==> src/verilog/ecc_pkg.sv <==
// Constants shared by the endpoint-zero control transfer configuration block.
package ecc_pkg;
    // ------------------------------------------------------------
    // Register offsets
    // ------------------------------------------------------------
    localparam logic [7:0] ECC_OFS_BUF_CFG = 8'h28;
    localparam logic [7:0] ECC_OFS_MAX_PKT = 8'h2a;
    localparam logic [7:0] ECC_OFS_AUTO = 8'h2c;
    // ------------------------------------------------------------
    // Field positions
    // ------------------------------------------------------------
    localparam int ECC_BIT_RD_CONT = 15;
    localparam int ECC_POS_RD_BUF = 8;
    localparam int ECC_BIT_WR_CONT = 7;
    localparam int ECC_POS_WR_BUF = 0;
    localparam int ECC_BIT_AUTO_CFG = 1;
    localparam int ECC_BIT_AUTO_ADDR = 0;
    // ------------------------------------------------------------
    // Reset values and limits
    // ------------------------------------------------------------
    localparam logic [15:0] ECC_RST_BUF_CFG = 16'h0000;
    localparam logic [6:0] ECC_RST_MAX_PKT = 7'h08;
    localparam logic [1:0] ECC_RST_AUTO = 2'h0;
    localparam logic [5:0] ECC_BUF_LAST = 6'h2f;
    localparam logic [6:0] ECC_ADDR_MIN = 7'h01;
    // ------------------------------------------------------------
    // Request codes, states and response codes
    // ------------------------------------------------------------
    localparam logic [7:0] ECC_REQ_SET_ADDR = 8'h05;
    localparam logic [7:0] ECC_REQ_SET_CFG = 8'h09;
    typedef enum logic [2:0] {
        ECC_DEV_POWERED = 3'h0,
        ECC_DEV_DEFAULT = 3'h1,
        ECC_DEV_ADDRESS = 3'h3,
        ECC_DEV_CONFIGURED = 3'h2,
        ECC_DEV_SUSPENDED = 3'h6
    } ecc_dev_state_t;
    localparam logic [1:0] ECC_RSP_NAK = 2'h0;
    localparam logic [1:0] ECC_RSP_BUF = 2'h1;
endpackage : ecc_pkg

==> src/verilog/ecc_auto_judge.sv <==
// Decision whether a setup request is answered by hardware.
`timescale 1ns/1ps
module ecc_auto_judge
    import ecc_pkg::*;
(
    input wire logic [7:0] req_code,
    input wire logic [15:0] req_value,
    input wire ecc_dev_state_t dev_state,
    input wire logic auto_addr_en,
    input wire logic auto_cfg_en,
    output logic auto_ok
);
    logic addr_ok;
    logic cfg_ok;
    always_comb begin
        addr_ok = auto_addr_en && req_code == ECC_REQ_SET_ADDR && dev_state == ECC_DEV_DEFAULT
            && req_value[15:7] == 9'h000 && req_value[6:0] >= ECC_ADDR_MIN;
        cfg_ok = auto_cfg_en && req_code == ECC_REQ_SET_CFG
            && ((dev_state == ECC_DEV_ADDRESS && req_value != 16'h0000)
            || (dev_state == ECC_DEV_CONFIGURED && req_value == 16'h0000));
        auto_ok = addr_ok || cfg_ok;
    end
endmodule : ecc_auto_judge

==> src/verilog/ecc_ctl_cfg.sv <==
// Endpoint-zero buffer configuration, packet size and standard request auto-reply.
`timescale 1ns/1ps
module ecc_ctl_cfg
    import ecc_pkg::*;
(
    input wire logic clk,
    input wire logic reset,
    input wire logic [7:0] reg_addr,
    input wire logic reg_wr,
    input wire logic reg_rd,
    input wire logic [15:0] reg_wdata,
    output logic [15:0] reg_rdata,
    input wire logic setup_rcvd,
    input wire logic setup_done,
    input wire logic [7:0] req_code,
    input wire logic [15:0] req_value,
    input wire ecc_dev_state_t dev_state,
    input wire logic stage_event,
    input wire logic ctl_transfer_complete_bit,
    input wire logic ep0_code_wr,
    input wire logic [1:0] ep0_code_wdata,
    output logic [1:0] ep0_response_code,
    output logic ep0_force_nak,
    output logic ctl_read_continuous_en,
    output logic [5:0] ctl_read_buf_start,
    output logic [7:0] ctl_read_buf_last,
    output logic ctl_write_continuous_en,
    output logic [5:0] ctl_write_buf_start,
    output logic [7:0] ctl_write_buf_last,
    output logic [6:0] ep0_max_packet_bytes,
    output logic auto_reply_set_config_en,
    output logic auto_reply_set_addr_en,
    output logic auto_reply_active,
    output logic ctl_stage_interrupt,
    output logic ctl_transfer_done
);
    // ------------------------------------------------------------
    // Registers
    // ------------------------------------------------------------
    logic rd_cont_q, rd_cont_d;
    logic wr_cont_q, wr_cont_d;
    logic [5:0] rd_buf_q, rd_buf_d;
    logic [5:0] wr_buf_q, wr_buf_d;
    logic [6:0] mxps_q, mxps_d;
    logic [1:0] auto_q, auto_d;
    logic [1:0] code_q, code_d;
    logic auto_busy_q, auto_busy_d;
    logic [15:0] rdata_q, rdata_d;
    logic irq_q, irq_d;
    logic done_q, done_d;
    logic auto_ok;

    ecc_auto_judge u_judge (
        .req_code(req_code),
        .req_value(req_value),
        .dev_state(dev_state),
        .auto_addr_en(auto_q[ECC_BIT_AUTO_ADDR]),
        .auto_cfg_en(auto_q[ECC_BIT_AUTO_CFG]),
        .auto_ok(auto_ok)
    );

    // ------------------------------------------------------------
    // Next state
    // ------------------------------------------------------------
    always_comb begin
        rd_cont_d = rd_cont_q;
        wr_cont_d = wr_cont_q;
        rd_buf_d = rd_buf_q;
        wr_buf_d = wr_buf_q;
        mxps_d = mxps_q;
        auto_d = auto_q;
        code_d = code_q;
        auto_busy_d = auto_busy_q;
        irq_d = 1'b0;
        done_d = 1'b0;
        rdata_d = rdata_q;
        if (reg_wr) begin
            if (reg_addr == ECC_OFS_BUF_CFG) begin
                rd_cont_d = reg_wdata[ECC_BIT_RD_CONT];
                rd_buf_d = reg_wdata[ECC_POS_RD_BUF +: 6];
                wr_cont_d = reg_wdata[ECC_BIT_WR_CONT];
                wr_buf_d = reg_wdata[ECC_POS_WR_BUF +: 6];
            end else if (reg_addr == ECC_OFS_MAX_PKT) begin
                mxps_d = reg_wdata[6:0];
            end else if (reg_addr == ECC_OFS_AUTO) begin
                auto_d = reg_wdata[1:0];
            end
        end
        if (ep0_code_wr) begin
            code_d = ep0_code_wdata;
        end
        if (auto_busy_q && stage_event) begin
            done_d = 1'b1;
            auto_busy_d = 1'b0;
        end else if (!auto_busy_q && stage_event) begin
            irq_d = 1'b1;
        end
        if (setup_rcvd) begin
            code_d = ECC_RSP_NAK;
            auto_busy_d = 1'b0;
        end else if (setup_done && auto_ok) begin
            code_d = ECC_RSP_BUF;
            auto_busy_d = 1'b1;
        end
        if (!auto_busy_q && ctl_transfer_complete_bit) begin
            done_d = 1'b1;
        end
        if (reg_rd) begin
            if (reg_addr == ECC_OFS_BUF_CFG) begin
                rdata_d = {rd_cont_q, 1'b0, rd_buf_q, wr_cont_q, 1'b0, wr_buf_q};
            end else if (reg_addr == ECC_OFS_MAX_PKT) begin
                rdata_d = {9'h000, mxps_q};
            end else if (reg_addr == ECC_OFS_AUTO) begin
                rdata_d = {14'h0000, auto_q};
            end else begin
                rdata_d = 16'h0000;
            end
        end
    end

    // ------------------------------------------------------------
    // State registers
    // ------------------------------------------------------------
    always_ff @(posedge clk or posedge reset) begin
        if (reset) begin
            rd_cont_q <= ECC_RST_BUF_CFG[ECC_BIT_RD_CONT];
            wr_cont_q <= ECC_RST_BUF_CFG[ECC_BIT_WR_CONT];
            rd_buf_q <= ECC_RST_BUF_CFG[13:8];
            wr_buf_q <= ECC_RST_BUF_CFG[5:0];
            mxps_q <= ECC_RST_MAX_PKT;
            auto_q <= ECC_RST_AUTO;
            code_q <= ECC_RSP_NAK;
            auto_busy_q <= 1'b0;
            rdata_q <= 16'h0000;
            irq_q <= 1'b0;
            done_q <= 1'b0;
        end else begin
            rd_cont_q <= rd_cont_d;
            wr_cont_q <= wr_cont_d;
            rd_buf_q <= rd_buf_d;
            wr_buf_q <= wr_buf_d;
            mxps_q <= mxps_d;
            auto_q <= auto_d;
            code_q <= code_d;
            auto_busy_q <= auto_busy_d;
            rdata_q <= rdata_d;
            irq_q <= irq_d;
            done_q <= done_d;
        end
    end

    // ------------------------------------------------------------
    // Outputs
    // ------------------------------------------------------------
    // The continuous modes span four 64-byte blocks, so the last block is start plus three.
    always_comb begin
        ctl_read_buf_last = {2'b00, rd_buf_q} + (rd_cont_q ? 8'h03 : 8'h00);
        ctl_write_buf_last = {2'b00, wr_buf_q} + (wr_cont_q ? 8'h03 : 8'h00);
    end
    assign reg_rdata = rdata_q;
    assign ep0_response_code = code_q;
    assign ep0_force_nak = code_q == ECC_RSP_NAK;
    assign ctl_read_continuous_en = rd_cont_q;
    assign ctl_read_buf_start = rd_buf_q;
    assign ctl_write_continuous_en = wr_cont_q;
    assign ctl_write_buf_start = wr_buf_q;
    assign ep0_max_packet_bytes = mxps_q;
    assign auto_reply_set_config_en = auto_q[ECC_BIT_AUTO_CFG];
    assign auto_reply_set_addr_en = auto_q[ECC_BIT_AUTO_ADDR];
    assign auto_reply_active = auto_busy_q;
    assign ctl_stage_interrupt = irq_q;
    assign ctl_transfer_done = done_q;
endmodule : ecc_ctl_cfg

==> config.mk <==
export PLATFORM = sky130hd
export DESIGN_NAME = ecc_ctl_cfg
export DESIGN_NICKNAME = d
export VERILOG_FILES = /design/src/verilog/ecc_pkg.sv /design/src/verilog/ecc_auto_judge.sv /design/src/verilog/ecc_ctl_cfg.sv
export SDC_FILE = /design/constraint.sdc
export NUM_CORES = 1
export LEC_CHECK = 0
export BUFFER_PORTS_ARGS = -buffer_cell sky130_fd_sc_hd__buf_2
export CAP_MARGIN = 5
export CORE_MARGIN = 5
export CORE_UTILIZATION = 30
export DETAILED_ROUTE_END_ITERATION = 10
export HOLD_SLACK_MARGIN = 0.06
export SYNTH_ARGS = -nofsm -noshare
export SYNTH_HDL_FRONTEND = slang
export SYNTH_SLANG_ARGS = --single-unit
==> constraint.sdc <==
create_clock -name clk -period 1.5 [get_ports clk]
set_input_delay 0.15 -clock clk [delete_from_list [all_inputs] [get_ports clk]]
set_output_delay 0.15 -clock clk [all_outputs]
set_load 0.03 [all_outputs]
# After elaboration in Yosys (flattened, before gate mapping)
# Index checks and enable logic that the tools add are counted.
# classes
n_bitwise	2
reduce_logical	24
n_div	0
magnitude_cmp	1
n_mux	15
n_addsub	2
mul	0
n_eq_ne	8
shifts	0
# ops
op	count
8-bit by 6-bit == test with 1-bit output, second input constant	3
16-bit logical NOT	1
16-bit two-way mux	1
16-bit nonzero test	1
6-bit by 2-bit adder with 7-bit output	2
1-bit logical AND	12
2-bit two-way mux	6
9-bit logical NOT	1
8-bit by 3-bit == test with 1-bit output, second input constant	1
8-bit by 4-bit == test with 1-bit output, second input constant	1
7-bit by 1-bit greater-or-equal comparator with 1-bit output, second input constant	1
1-bit two-way mux	7
7-bit two-way mux	1
3-bit by 2-bit == test with 1-bit output, second input constant	2
3-bit nonzero test	2
4-bit AND reduction	1
3-bit by 1-bit == test with 1-bit output, second input constant	1
3-bit AND reduction	1
2-bit logical NOT	1
1-bit logical OR	2
1-bit inverter	2
2-bit AND reduction	1
1-bit logical NOT	1
# totals
romBits	0
ff_bits	44
inputBits	62
out_inout_bits	61
n_memories	0
latch_bits	0
mem_bits_rw	0

# Longest topological paths before layout
# Gate-level depths: netlist of run 1.
# depth
ltp_word	9
ltp_mapped	7
ltp_nobuf	6

# Hierarchy
# Synthesis of run 1 repeated with hierarchy kept, for this count alone.
# unflattened
hier_cells	177
hier_area_um2	2170.8
# by_module_without_submodules
mod	n_inst	cells_each	area_each_um2
ecc_ctl_cfg	1	159	2040.7
ecc_auto_judge	1	18	130.1

# Least setup slack after synthesis of run 1
# No wires, ideal clock.
# synth_path
path_type	reg2out
from	register wr_cont_q (netlist: ctl_write_continuous_en)
to	output port ctl_write_buf_last[4]
required_time_ns	1.350
t_arrival_ns	1.956
slack_ns	-0.606
stages_incl_launch_ff	7
cell_sequence	dfrtp_1 > ha_1 > inv_1 > fa_1 > nor2b_1 > nand2_1 > xnor2_1
# synth_via
elab_chain_len	2
# synth_rtl
item	line	rtl
from (decl)	ecc_ctl_cfg.sv:41	logic wr_cont_q, wr_cont_d;
from (signal assigned)	ecc_ctl_cfg.sv:127	wr_cont_q <= ECC_RST_BUF_CFG[ECC_BIT_WR_CONT];
from (signal assigned)	ecc_ctl_cfg.sv:139	wr_cont_q <= wr_cont_d;
2-bit two-way mux	ecc_ctl_cfg.sv:158	ctl_write_buf_last = {2'b00, wr_buf_q} + (wr_cont_q ? 8'h03 : 8'h00);
6-bit by 2-bit adder with 7-bit output	ecc_ctl_cfg.sv:158	
to (decl)	ecc_ctl_cfg.sv:29	output logic [7:0] ctl_write_buf_last,
# Every way passes these cells.

# Final worst setup path of run 1
# layout_path
from	register rd_cont_q (netlist: ctl_read_continuous_en)
to	output port ctl_read_buf_last[6]
# layout_via
elab_chain_len	2
# layout_rtl
item	line	rtl
from (decl)	ecc_ctl_cfg.sv:40	logic rd_cont_q, rd_cont_d;
from (signal assigned)	ecc_ctl_cfg.sv:126	rd_cont_q <= ECC_RST_BUF_CFG[ECC_BIT_RD_CONT];
from (signal assigned)	ecc_ctl_cfg.sv:138	rd_cont_q <= rd_cont_d;
2-bit two-way mux	ecc_ctl_cfg.sv:157	ctl_read_buf_last = {2'b00, rd_buf_q} + (rd_cont_q ? 8'h03 : 8'h00);
6-bit by 2-bit adder with 7-bit output	ecc_ctl_cfg.sv:157	
to (decl)	ecc_ctl_cfg.sv:26	output logic [7:0] ctl_read_buf_last,
# Every way passes these cells.

==> out/qor.txt, run 1 <==
Routed vias/inst: 4.541
Final Hold Fails: 0
Power Dens Cells: 784.4 mW/mm^2
Synth warn: 0
Sw Pwr: 0.0008361 W
Synth area leaders: dfrtp_1 (49%), mux2_2 (9.5%), mux2i_1 (3.7%)
CTS tree: yes
Dpl ws: -0.1589 ns
Total GRT Usage: 0.1387
Status: complete, but fails checks
Post-synth EDFFs: 0
Synth Area per Inst: 12.01 sq um
CTS Buffer Depth: 2
Min Tclk post-route: 1.919 ns
CP max stage cell: dfrtp_2
Crit Path Class: flop to output pin
Comb power frac: 0.269
Largest net degree at the start of global routing: 29
Clk sinks: 43
Syn Std Cell Area: 0.002138 sq mm
Worst Path Max Fanout: 4
Sequential element share of the synthesized area: 0.5038
Final Core Density: 0.5002
Core Area: 0.006869 sq mm
Cell variety after synth: 42
Cell Rows: 30
Setup Skew: 0.01102 ns
Max-cap violations: 0
Die Y-Extent: 94.43 um
Failing checks: setup timing
Critical-path cell list: ha_4 -> inv_2 -> fa_2 -> nor2_4 -> and3_4 -> buf_6
FMAX: 521.0 MHz
WL final: 6196 um
H-tree level count: 2
Final setup violation count: 12
Switching share of power: 0.3102
Power share of the clock group: 0.269
Port bufs: 118
Internal power: 0.001859 W
Crit path launch type: flop
Die Span X: 94.43 um
Inserted Diodes: 0
Clk_lat worst skew: 0.29 ns
Synth area leader: dfrtp_1
Initial DRC count: 34
RSZ-0062 raised after global routing: true
Fin. max-slew vios: 0
Slowest stage delay, CP: 0.44 ns
Clock transition at path regs: 0.09 ns
Final period util: 1.280
DRT antenna net count: 0
CTS buffer count: 5
Fin nets: 394
Setup TNS: -3.983 ns
DP HPWL: 4891 um
I/O Pins: 123
Asr flop ratio synth: 1.000
Worst hold path type: primary input to flop
WL/cell: 14.65 um
DRC: 0
GRT overflow: 0
WP data required: 1.35 ns
Drt pass-1 iters: 4
P_leak: 1.775 nW
Clk root buf: clkbuf_8
Number of global-route vias before repair: 1986
Initial core utilization: 0.3113
Crit path DAT: 1.77 ns
Final GP Congestion: 0.8022
Most used DFF post-synth: dfrtp_1
Die area: 0.008916 sq mm
Cell count after synthesis: 178
Synth top area share: 0.4915
Vias: 1921
Peak supply drop: 0.5430 mV
Fraction of layout cells with a size suffix above 1: 0.6361
First-pass GRT wire length: 9687 um
Final WS setup: -0.4194 ns
Area growth from synthesis to layout: 60.68%
Sequential share of power: 0.462
Worst Setup End Kind: output pin
Fill cells: 647
Initial antenna violation count: 0
#FFs+latches synth: 43
[kinds of logic after synthesis]
group | count (synthesis) | synth area share
buffers and inverters | 19 | 0.05090
XOR/XNOR | 8 | 0.03277
AO/OA/AOI/OAI | 28 | 0.09597
other | 1 | 0.001754
adder cells (fa/ha/maj) | 6 | 0.04213
flip-flops | 43 | 0.5038
AND/OR/NAND/NOR | 45 | 0.1264
multiplexers | 28 | 0.1463
[metal layers]
metal | wire, um | up-vias | share of wire | track usage
li1 | - | 920 | - | -
met1 | 2530 | 902 | 0.41 | 0.1657
met2 | 2953 | 91 | 0.48 | 0.2417
met3 | 648 | 8 | 0.10 | 0.04303
met4 | 63 | 0 | 0.010 | 0.03610
met5 | 0 | - | 0 | 0
[cell type report]
| type | count | area (sq um) | area share |
|---|---|---|---|
| Multi-Input combinational cell | 118 | 1176 | 0.3423 |
| Sequential cell | 43 | 1086 | 0.3161 |
| Clock buffer | 7 | 76.32 | 0.02221 |
| Clock inverter | 1 | 7.507 | 0.002185 |
| Inverter | 11 | 41.29 | 0.01202 |
| Tap cell | 96 | 120.1 | 0.03496 |
| Timing Repair Buffer | 147 | 928.4 | 0.2702 |
[worst paths after layout]
check                                       start                 endpoint  slack, ns  cells past startpoint
max in group asynchronous                   reset  ep0_max_packet_bytes[3]       0.58                      4
min                                  reg_wdata[7]  ctl_write_continuous_en       0.08                      3
max reg2reg                             auto_q[0]     ep0_response_code[1]       0.11                      5
min reg2reg                          reg_rdata[1]             reg_rdata[1]       0.49                      1
min in group asynchronous                   reset             reg_rdata[9]       0.37                      3
max                        ctl_read_continuous_en     ctl_read_buf_last[6]      -0.42                      6
[power by group through the flow]
stage / sequential [W] / clock, W / combinational, W
2_1_floorplan: 0.00135 / 0 / 0.000314
3_3_place_gp: 0.00127 / 0 / 0.000646
3_5_place_dp: 0.00127 / 0 / 0.000651
4_1_cts: 0.00125 / 0.000757 / 0.000720
5_1_grt: 0.00125 / 0.000791 / 0.000781
6_report: 0.00125 / 0.000725 / 0.000724
[per-stage QoR]
stage / power [W] / hold WS, ns / instances / area [sq um]
2_1_floorplan: 0.001668 / 0.2131 / 180 / 2337
3_3_place_gp: 0.001914 / 0.1505 / 410 / 3198
3_5_place_dp: 0.001920 / 0.1531 / 410 / 3198
4_1_cts: 0.002724 / 0.07003 / 423 / 3412
5_1_grt: 0.002826 / 0.06550 / 423 / 3436
6_report: 0.002695 / 0.07733 / 423 / 3436
[synth_stat cells (all sizes together) (3+ instances only)]
master	number
dfrtp	42
mux2	20
inv	11
nand2	11
nor2	9
a22o	8
mux2i	8
buf	7
o2bb2ai	7
a21oi	6
xnor2	5
ha	4
nor2b	4
o21ai	4
nor3	3
xor2	3
[cell usage in the layout (no fill, tap or decap), types with 4 or more instances in the layout]
cell type | Yosys | layout
o2bb2ai_1 | 7 | 7
o21ai_0 | 4 | 4
nor2_1 | 8 | 7
clkbuf_8 | 0 | 5
dfrtp_1 | 42 | 35
inv_2 | 0 | 5
mux2_2 | 18 | 18
a21oi_1 | 6 | 5
buf_6 | 1 | 12
dfrtp_2 | 0 | 7
mux2i_1 | 8 | 8
nand2_1 | 11 | 9
a22o_1 | 8 | 8
buf_2 | 2 | 106
inv_1 | 11 | 6
buf_4 | 3 | 23
[registers in the layout, summed over array words and instances, names as in the netlist]
register / cells
auto_q: 2
ctl_write_continuous_en: 1
ctl_stage_interrupt: 1
ep0_max_packet_bytes: 7
ctl_transfer_done: 1
ctl_read_continuous_en: 1
ctl_write_buf_start: 6
reg_rdata: 15
ctl_read_buf_start: 6
ep0_response_code: 2
auto_reply_active: 1
[critical path, delay by kind of cell (launching register included)]
family                     cells  cell delay, ns
DFF                            1            0.44
buffers and inverters          2            0.15
and+or+nand+nor                2            0.36
adders and majority gates      2            0.52
[timing repair]
item                                    in CTS  in global routing
endpoints found under the setup margin      12                 13
hold buffers                                 3                  0
gates cloned                                 0                  0
hold endpoints to repair                    18                  0
pin swaps                                    8                  3
buffers inserted                             2                  0
resized for setup                           27                  4
No activity file was read; power rests on OpenSTA's default activity.
==> inputs of run 2 (changes only) <==
--- a/config.mk
+++ b/config.mk
@@ -8,9 +8,11 @@
 export BUFFER_PORTS_ARGS = -buffer_cell sky130_fd_sc_hd__buf_2
 export CAP_MARGIN = 5
 export CORE_MARGIN = 5
-export CORE_UTILIZATION = 30
+export CORE_UTILIZATION = 38
 export DETAILED_ROUTE_END_ITERATION = 10
 export HOLD_SLACK_MARGIN = 0.06
+export PLACE_DENSITY = 0.74
+export RECOVER_POWER = 100
 export SYNTH_ARGS = -nofsm -noshare
 export SYNTH_HDL_FRONTEND = slang
 export SYNTH_SLANG_ARGS = --single-unit
==> run 2 against run 1 <==
  * Utilization grew 10 points
  * Register-to-register slack worse by 0.07 ns
  * First-iteration DRC count grew 26%
  * The run still ends with setup timing left
==> out/qor.txt, run 2 (synthesized netlist as in run 1, its figures left out) <==
Status: complete, but fails checks
Failing checks: setup timing
FMAX: 514.2 MHz (-1.3%)
Final Hold Fails: 0 (unchanged)
Cell Rows: 27 (-10%)
Initial antenna violation count: 0 (unchanged)
Initial core utilization: 0.3907 (+0.07942)
Routed vias/inst: 4.823 (+6.2%)
Final setup violation count: 12 (unchanged)
H-tree level count: 2 (unchanged)
Fin nets: 395 (+0.25%)
CTS tree: yes
Max-cap violations: 0 (unchanged)
PnR Total Power: 0.002668 W (-0.99%)
Hold Slack: 0.08438 ns (+0.007048 ns)
Commonest cells after routing, fill and taps aside: buf_2 (63), clkbuf_1 (44), dfrtp_1 (35)
Total GRT Usage: 0.1806 (+0.04198)
Core Area: 0.005473 sq mm (-20%)
Clk_lat worst skew: 0.29 ns (about the same)
Top Family by Delay on Critical Path: adder cells
Die Y-Extent: 85.02 um (-10%)
Worst r2r src: auto_q[0]
Critical-path cell list: ha_4 -> inv_2 -> fa_2 -> nor2b_2 -> nand2_2 -> xnor2_4 -> buf_6
DRC: 0 (unchanged)
RSZ-0062 raised after global routing: true
Crit Path Class: flop to output pin
Final period util: 1.297 (+0.01697)
Slew headroom: 0.6330
Fraction of layout cells with a size suffix above 1: 0.5000 (-0.1361)
Drt pass-1 iters: 4 (unchanged)
Peak supply drop: 0.3856 mV (-29%)
Most common cell after layout, fill and taps aside: buf_2
Dpl ws: -0.1851 ns (-0.02623 ns)
DP HPWL: 4978 um (+1.8%)
Port bufs: 118 (unchanged)
Crit path DAT: 1.79 ns (+0.02 ns)
Sequential share of power: 0.467 (+0.005)
WL/cell: 16.00 um (+9.2%)
Inserted Diodes: 0 (unchanged)
CP max stage cell: dfrtp_2
Crit path launch type: flop
Number of global-route vias before repair: 2115 (+6.5%)
Largest net degree at the start of global routing: 20 (-31%)
Power share of the clock group: 0.265 (-0.004)
Die area: 0.007228 sq mm (-19%)
Vias: 1929 (+0.42%)
First-pass GRT wire length: 10340 um (+6.7%)
Worst setup startpoint: ctl_write_continuous_en
Final WS setup: -0.4449 ns (-0.02545 ns)
Min Tclk post-route: 1.945 ns (+0.02545 ns)
Comb power frac: 0.268 (about the same)
DRT antenna net count: 0 (unchanged)
Die Span X: 85.02 um (-10%)
Final GP Congestion: 0.8048 (+0.32%)
Fin. max-slew vios: 0 (unchanged)
WP data required: 1.35 ns (about the same)
Cell count after placement: 387 (-5.6%)
WL final: 6401 um (+3.3%)
CTS Buffer Depth: 2 (unchanged)
Clk sinks: 43 (unchanged)
Power Dens Cells: 811.5 mW/mm^2 (+3.5%)
GRT overflow: 0 (unchanged)
Area growth from synthesis to layout: 53.77%
Worst Path Max Fanout: 4 (unchanged)
Internal power: 0.001833 W (-1.4%)
P_leak: 1.590 nW (-10%)
Worst hold path type: primary input to flop
I/O Pins: 123 (unchanged)
Switching share of power: 0.3130 (+0.002827)
CTS buffer count: 5 (unchanged)
Final cell count without fillers: 400 (-5.4%)
Max reg flops: 15 (unchanged)
Slowest stage delay, CP: 0.42 ns (-0.02 ns)
Initial DRC count: 43 (+26%)
Hold path startpoint: reg_wdata[9]
Clock transition at path regs: 0.08 ns (about the same)
Worst Setup End Kind: output pin
Sw Pwr: 0.0008353 W (about the same)
WP buf/inv: 2 (unchanged)
Setup Skew: 0.005350 ns (-0.005667 ns)
Clk root buf: clkbuf_8
Slew of the pin with the lowest slew margin: 0.5499 ns
run 2: path summary, 6_finish.rpt:
check	endpoint	depth (start not counted)	slack [ns]
min reg2reg	ctl_stage_interrupt	1	0.49
max in group asynchronous	auto_q[0]	4	0.20
max	ctl_write_buf_last[4]	7	-0.44
min in group asynchronous	reg_rdata[12]	3	0.44
min	ctl_read_buf_start[1]	3	0.08
max reg2reg	ep0_response_code[1]	5	0.04
run 2: layout make-up:
class / count / area, sq um
timing repair buffer: 148 / 833.3
inverter: 11 / 41.29
clock buffer: 5 / 68.82
sequential: 43 / 1086
tap: 72 / 90.09
clock inverter: 3 / 15.01
fill: 514 / 2185
multi-input combinational: 118 / 1154
run 2: layer usage:
metal | global-route usage | up-vias | part of all wire
li1 | - | 925 | -
met3 | 0.05631 | 5 | 0.080
met4 | 0.04748 | 0 | 0.0075
met1 | 0.2059 | 914 | 0.39
met2 | 0.3256 | 85 | 0.52
met5 | 0 | - | 0
run 2: worst reg2reg max path: cells and delay by family (launching register included):
kind / cells / cell delay (ns)
compound gates: 2 / 0.38
flops: 1 / 0.36
simple gates: 3 / 0.61
run 2: per-stage QoR:
step / TNS, ns / instance area [sq um] / util
floorplan: -1.103 / 2337 / -
detailed placement: -1.172 / 3163 / 0.5780
global placement: -0.8606 / 3163 / 0.5780
finish: -4.449 / 3288 / 0.6008
CTS: -4.402 / 3358 / 0.6136
global route: -6.717 / 3288 / 0.6008
run 2: power groups by stage:
stage,Clock [W],Sequential (W),Combinational [W]
2_1_floorplan,0,0.00135,0.000314
3_3_place_gp,0,0.00127,0.000642
3_5_place_dp,0,0.00127,0.000657
4_1_cts,0.000733,0.00125,0.000715
5_1_grt,0.000794,0.00125,0.000768
6_report,0.000707,0.00125,0.000715
run 2: repair_timing:
item,4_1_cts,5_1_grt
gates resized for setup,26,6
hold buffers,3,0
buffers inserted,0,2
endpoints found under the hold margin,15,0
endpoints found under the setup margin,13,13
pin swaps,9,5
==> inputs of run 3 (changes only) <==
--- a/config.mk
+++ b/config.mk
@@ -11,8 +11,9 @@
 export CORE_UTILIZATION = 38
 export DETAILED_ROUTE_END_ITERATION = 10
 export HOLD_SLACK_MARGIN = 0.06
-export PLACE_DENSITY = 0.74
+export PLACE_DENSITY = 0.7
 export RECOVER_POWER = 100
+export SKIP_LAST_GASP = 1
 export SYNTH_ARGS = -nofsm -noshare
 export SYNTH_HDL_FRONTEND = slang
 export SYNTH_SLANG_ARGS = --single-unit
==> run 3 against run 2 <==
  * The run still ends with setup timing left
  * Utilization decreased by 0.85 points
  * Register-to-register slack improved by 0.03 ns
  * Global-route usage decreased by 0.72 points
  * Highest routed layer unchanged
==> out/qor.txt, run 3 (synthesized netlist as in run 1, its figures left out) <==
Crit path DAT: 1.79 ns (about the same)
Initial antenna violation count: 0 (unchanged)
RSZ-0062 raised after global routing: true
Reg2reg path depth: 5 (unchanged)
Die area: 0.007228 sq mm (unchanged)
DP HPWL: 5065 um (+1.7%)
Commonest cells after routing, fill and taps aside: buf_2 (63), clkbuf_1 (50), dfrtp_1 (35)
Clk_lat worst skew: 0.28 ns (about the same)
Sw Pwr: 0.0008035 W (-3.8%)
H-tree level count: 2 (unchanged)
Power share of the clock group: 0.265 (about the same)
Clk root buf: clkbuf_8
First-pass GRT wire length: 9846 um (-4.7%)
Worst hold path type: primary input to flop
Fill cells: 518 (+0.78%)
Switching share of power: 0.3049 (-0.008174)
Worst Setup End Kind: output pin
Die Span X: 85.02 um (unchanged)
Inserted Diodes: 0 (unchanged)
Slowest stage delay, CP: 0.42 ns (about the same)
CTS buffer count: 5 (unchanged)
Wire length on met1: 2332 um (-7.5%)
Failing checks: setup timing
Cell count after placement: 387 (unchanged)
Crit path launch type: flop
Worst R2R End: ep0_response_code[1]
DRC: 0 (unchanged)
Core Area: 0.005473 sq mm (unchanged)
Worst r2r src: auto_q[0]
Cell depth of the worst hold path: 3 (unchanged)
Slew headroom: 0.6499 (+0.01688)
Internal power: 0.001832 W (about the same)
I/O Pins: 123 (unchanged)
Die Y-Extent: 85.02 um (unchanged)
Final WS setup: -0.4434 ns (+0.001462 ns)
PnR Total Power: 0.002636 W (-1.2%)
CTS tree: yes
Met3 routed WL: 593 um (+16%)
Routed vias/inst: 4.862 (+0.82%)
Worst Hold End: ctl_read_buf_start[1]
Most common cell after layout, fill and taps aside: buf_2
Fraction of layout cells with a size suffix above 1: 0.4755 (-0.02454)
WL final: 6182 um (-3.4%)
Fin. max-slew vios: 0 (unchanged)
Post-DP Area: 0.003151 sq mm (-0.40%)
Initial core utilization: 0.3907 (unchanged)
Number of global-route vias before repair: 1989 (-6.0%)
Clk sinks: 43 (unchanged)
Final GP Congestion: 0.8403 (+4.4%)
DR top layer: met4
Final cell count without fillers: 398 (-0.50%)
Design area: 0.003242 sq mm (-1.4%)
Comb power frac: 0.262 (-0.006)
Vias: 1935 (+0.31%)
Area growth from synthesis to layout: 51.61%
CP max stage cell: dfrtp_2
FMAX: 514.6 MHz (about the same)
Max-cap violations: 0 (unchanged)
Drt pass-1 iters: 4 (unchanged)
Power Dens Cells: 813.0 mW/mm^2 (+0.17%)
Fin nets: 393 (-0.51%)
Hold path startpoint: reg_wdata[9]
Min Tclk post-route: 1.943 ns (-0.001462 ns)
P_leak: 1.555 nW (-2.2%)
Top Family by Delay on Critical Path: adder cells
Status: complete, but fails checks
Clock transition at path regs: 0.08 ns (about the same)
Critical-path cell list: ha_4 -> inv_2 -> fa_2 -> nor2b_4 -> nand2_2 -> xnor2_4 -> buf_6
Worst Path Max Fanout: 5 (+1)
Initial DRC count: 49 (+14%)
Port bufs: 118 (unchanged)
Final Hold Fails: 0 (unchanged)
Setup Skew: 0.003352 ns (-0.001999 ns)
Setup TNS: -4.155 ns (+0.2941 ns)
Slew of the pin with the lowest slew margin: 0.5252 ns (-0.02471 ns)
WP buf/inv: 2 (unchanged)
DR WL met2: 3204 um (-3.5%)
Largest net degree at the start of global routing: 22 (+10%)
Sequential share of power: 0.473 (+0.006)
Total GRT Usage: 0.1735 (-0.007182)
Cell Rows: 27 (unchanged)
CTS Buffer Depth: 2 (unchanged)
Final period util: 1.296 (about the same)
Peak supply drop: 0.5440 mV (+41%)
WP data required: 1.35 ns (about the same)
DRT antenna net count: 0 (unchanged)
Max reg flops: 15 (unchanged)
Final setup violation count: 12 (unchanged)
GRT overflow: 0 (unchanged)
WL/cell: 15.53 um (-2.9%)
Crit Path Class: flop to output pin
FF-to-FF setup slack: 0.07 ns (+0.03 ns)
-- run 3: per-stage QoR --
step / setup WS [ns] / util / hold WS, ns
after floorplan: -0.2076 / - / 0.2131
after global placement: -0.1425 / 0.5757 / 0.09839
after detailed placement: -0.2064 / 0.5757 / 0.09996
after CTS: -0.4691 / 0.6104 / 0.07081
after global routing: -0.5292 / 0.5924 / 0.07704
final: -0.4434 / 0.5924 / 0.07653
-- run 3: layer usage --
layer / vias up / GRT usage
met5: - / 0
met4: 0 / 0.04748
met3: 6 / 0.05534
met2: 90 / 0.3093
met1: 915 / 0.1990
li1: 924 / -
-- run 3: repair_timing --
| item | in CTS | in global routing |
|---|---|---|
| hold endpoints to repair | 32 | 0 |
| hold buffers | 2 | 0 |
| endpoints found under the setup margin | 12 | 14 |
| pin swaps | 5 | 0 |
| setup buffers | 1 | 0 |
| resized for setup | 26 | 2 |
-- run 3: worst max-delay path by stage --
stage / from / to / slack (ns) / cells past startpoint
finish: ctl_write_continuous_en / ctl_write_buf_last[4] / -0.44 / 7
global route: ctl_write_continuous_en / ctl_write_buf_last[4] / -0.53 / 7
CTS: ctl_write_continuous_en / ctl_write_buf_last[4] / -0.47 / 7
detailed placement: ctl_write_continuous_en / ctl_write_buf_last[4] / -0.21 / 7
global placement: ctl_write_continuous_en / ctl_write_buf_last[4] / -0.14 / 7
floorplan: ctl_write_continuous_en / ctl_write_buf_last[2] / -0.21 / 4
-- run 3: area by class of cell --
| cell class | count | area, sq um | share of cell area |
|---|---|---|---|
| multi-input cells | 118 | 1147 | 0.3539 |
| flip-flops and latches | 43 | 1086 | 0.3350 |
| repair buffers | 146 | 797.0 | 0.2459 |
| well taps | 72 | 90.09 | 0.02779 |
| clock buffers | 8 | 80.08 | 0.02470 |
| inverters | 11 | 41.29 | 0.01274 |
-- run 3: power groups by stage --
stage	clock [W]	sequential [W]	combinational (W)
3_3_place_gp	0	0.00127	0.000638
4_1_cts	0.000727	0.00125	0.000718
3_5_place_dp	0	0.00127	0.000652
6_report	0.000698	0.00125	0.000690
2_1_floorplan	0	0.00135	0.000314
5_1_grt	0.000790	0.00125	0.000747
-- run 3: worst min-delay path: stages --
cell	delay, ns
buf_2	0.08
nand2_1	0.04
o21ai_0	0.06
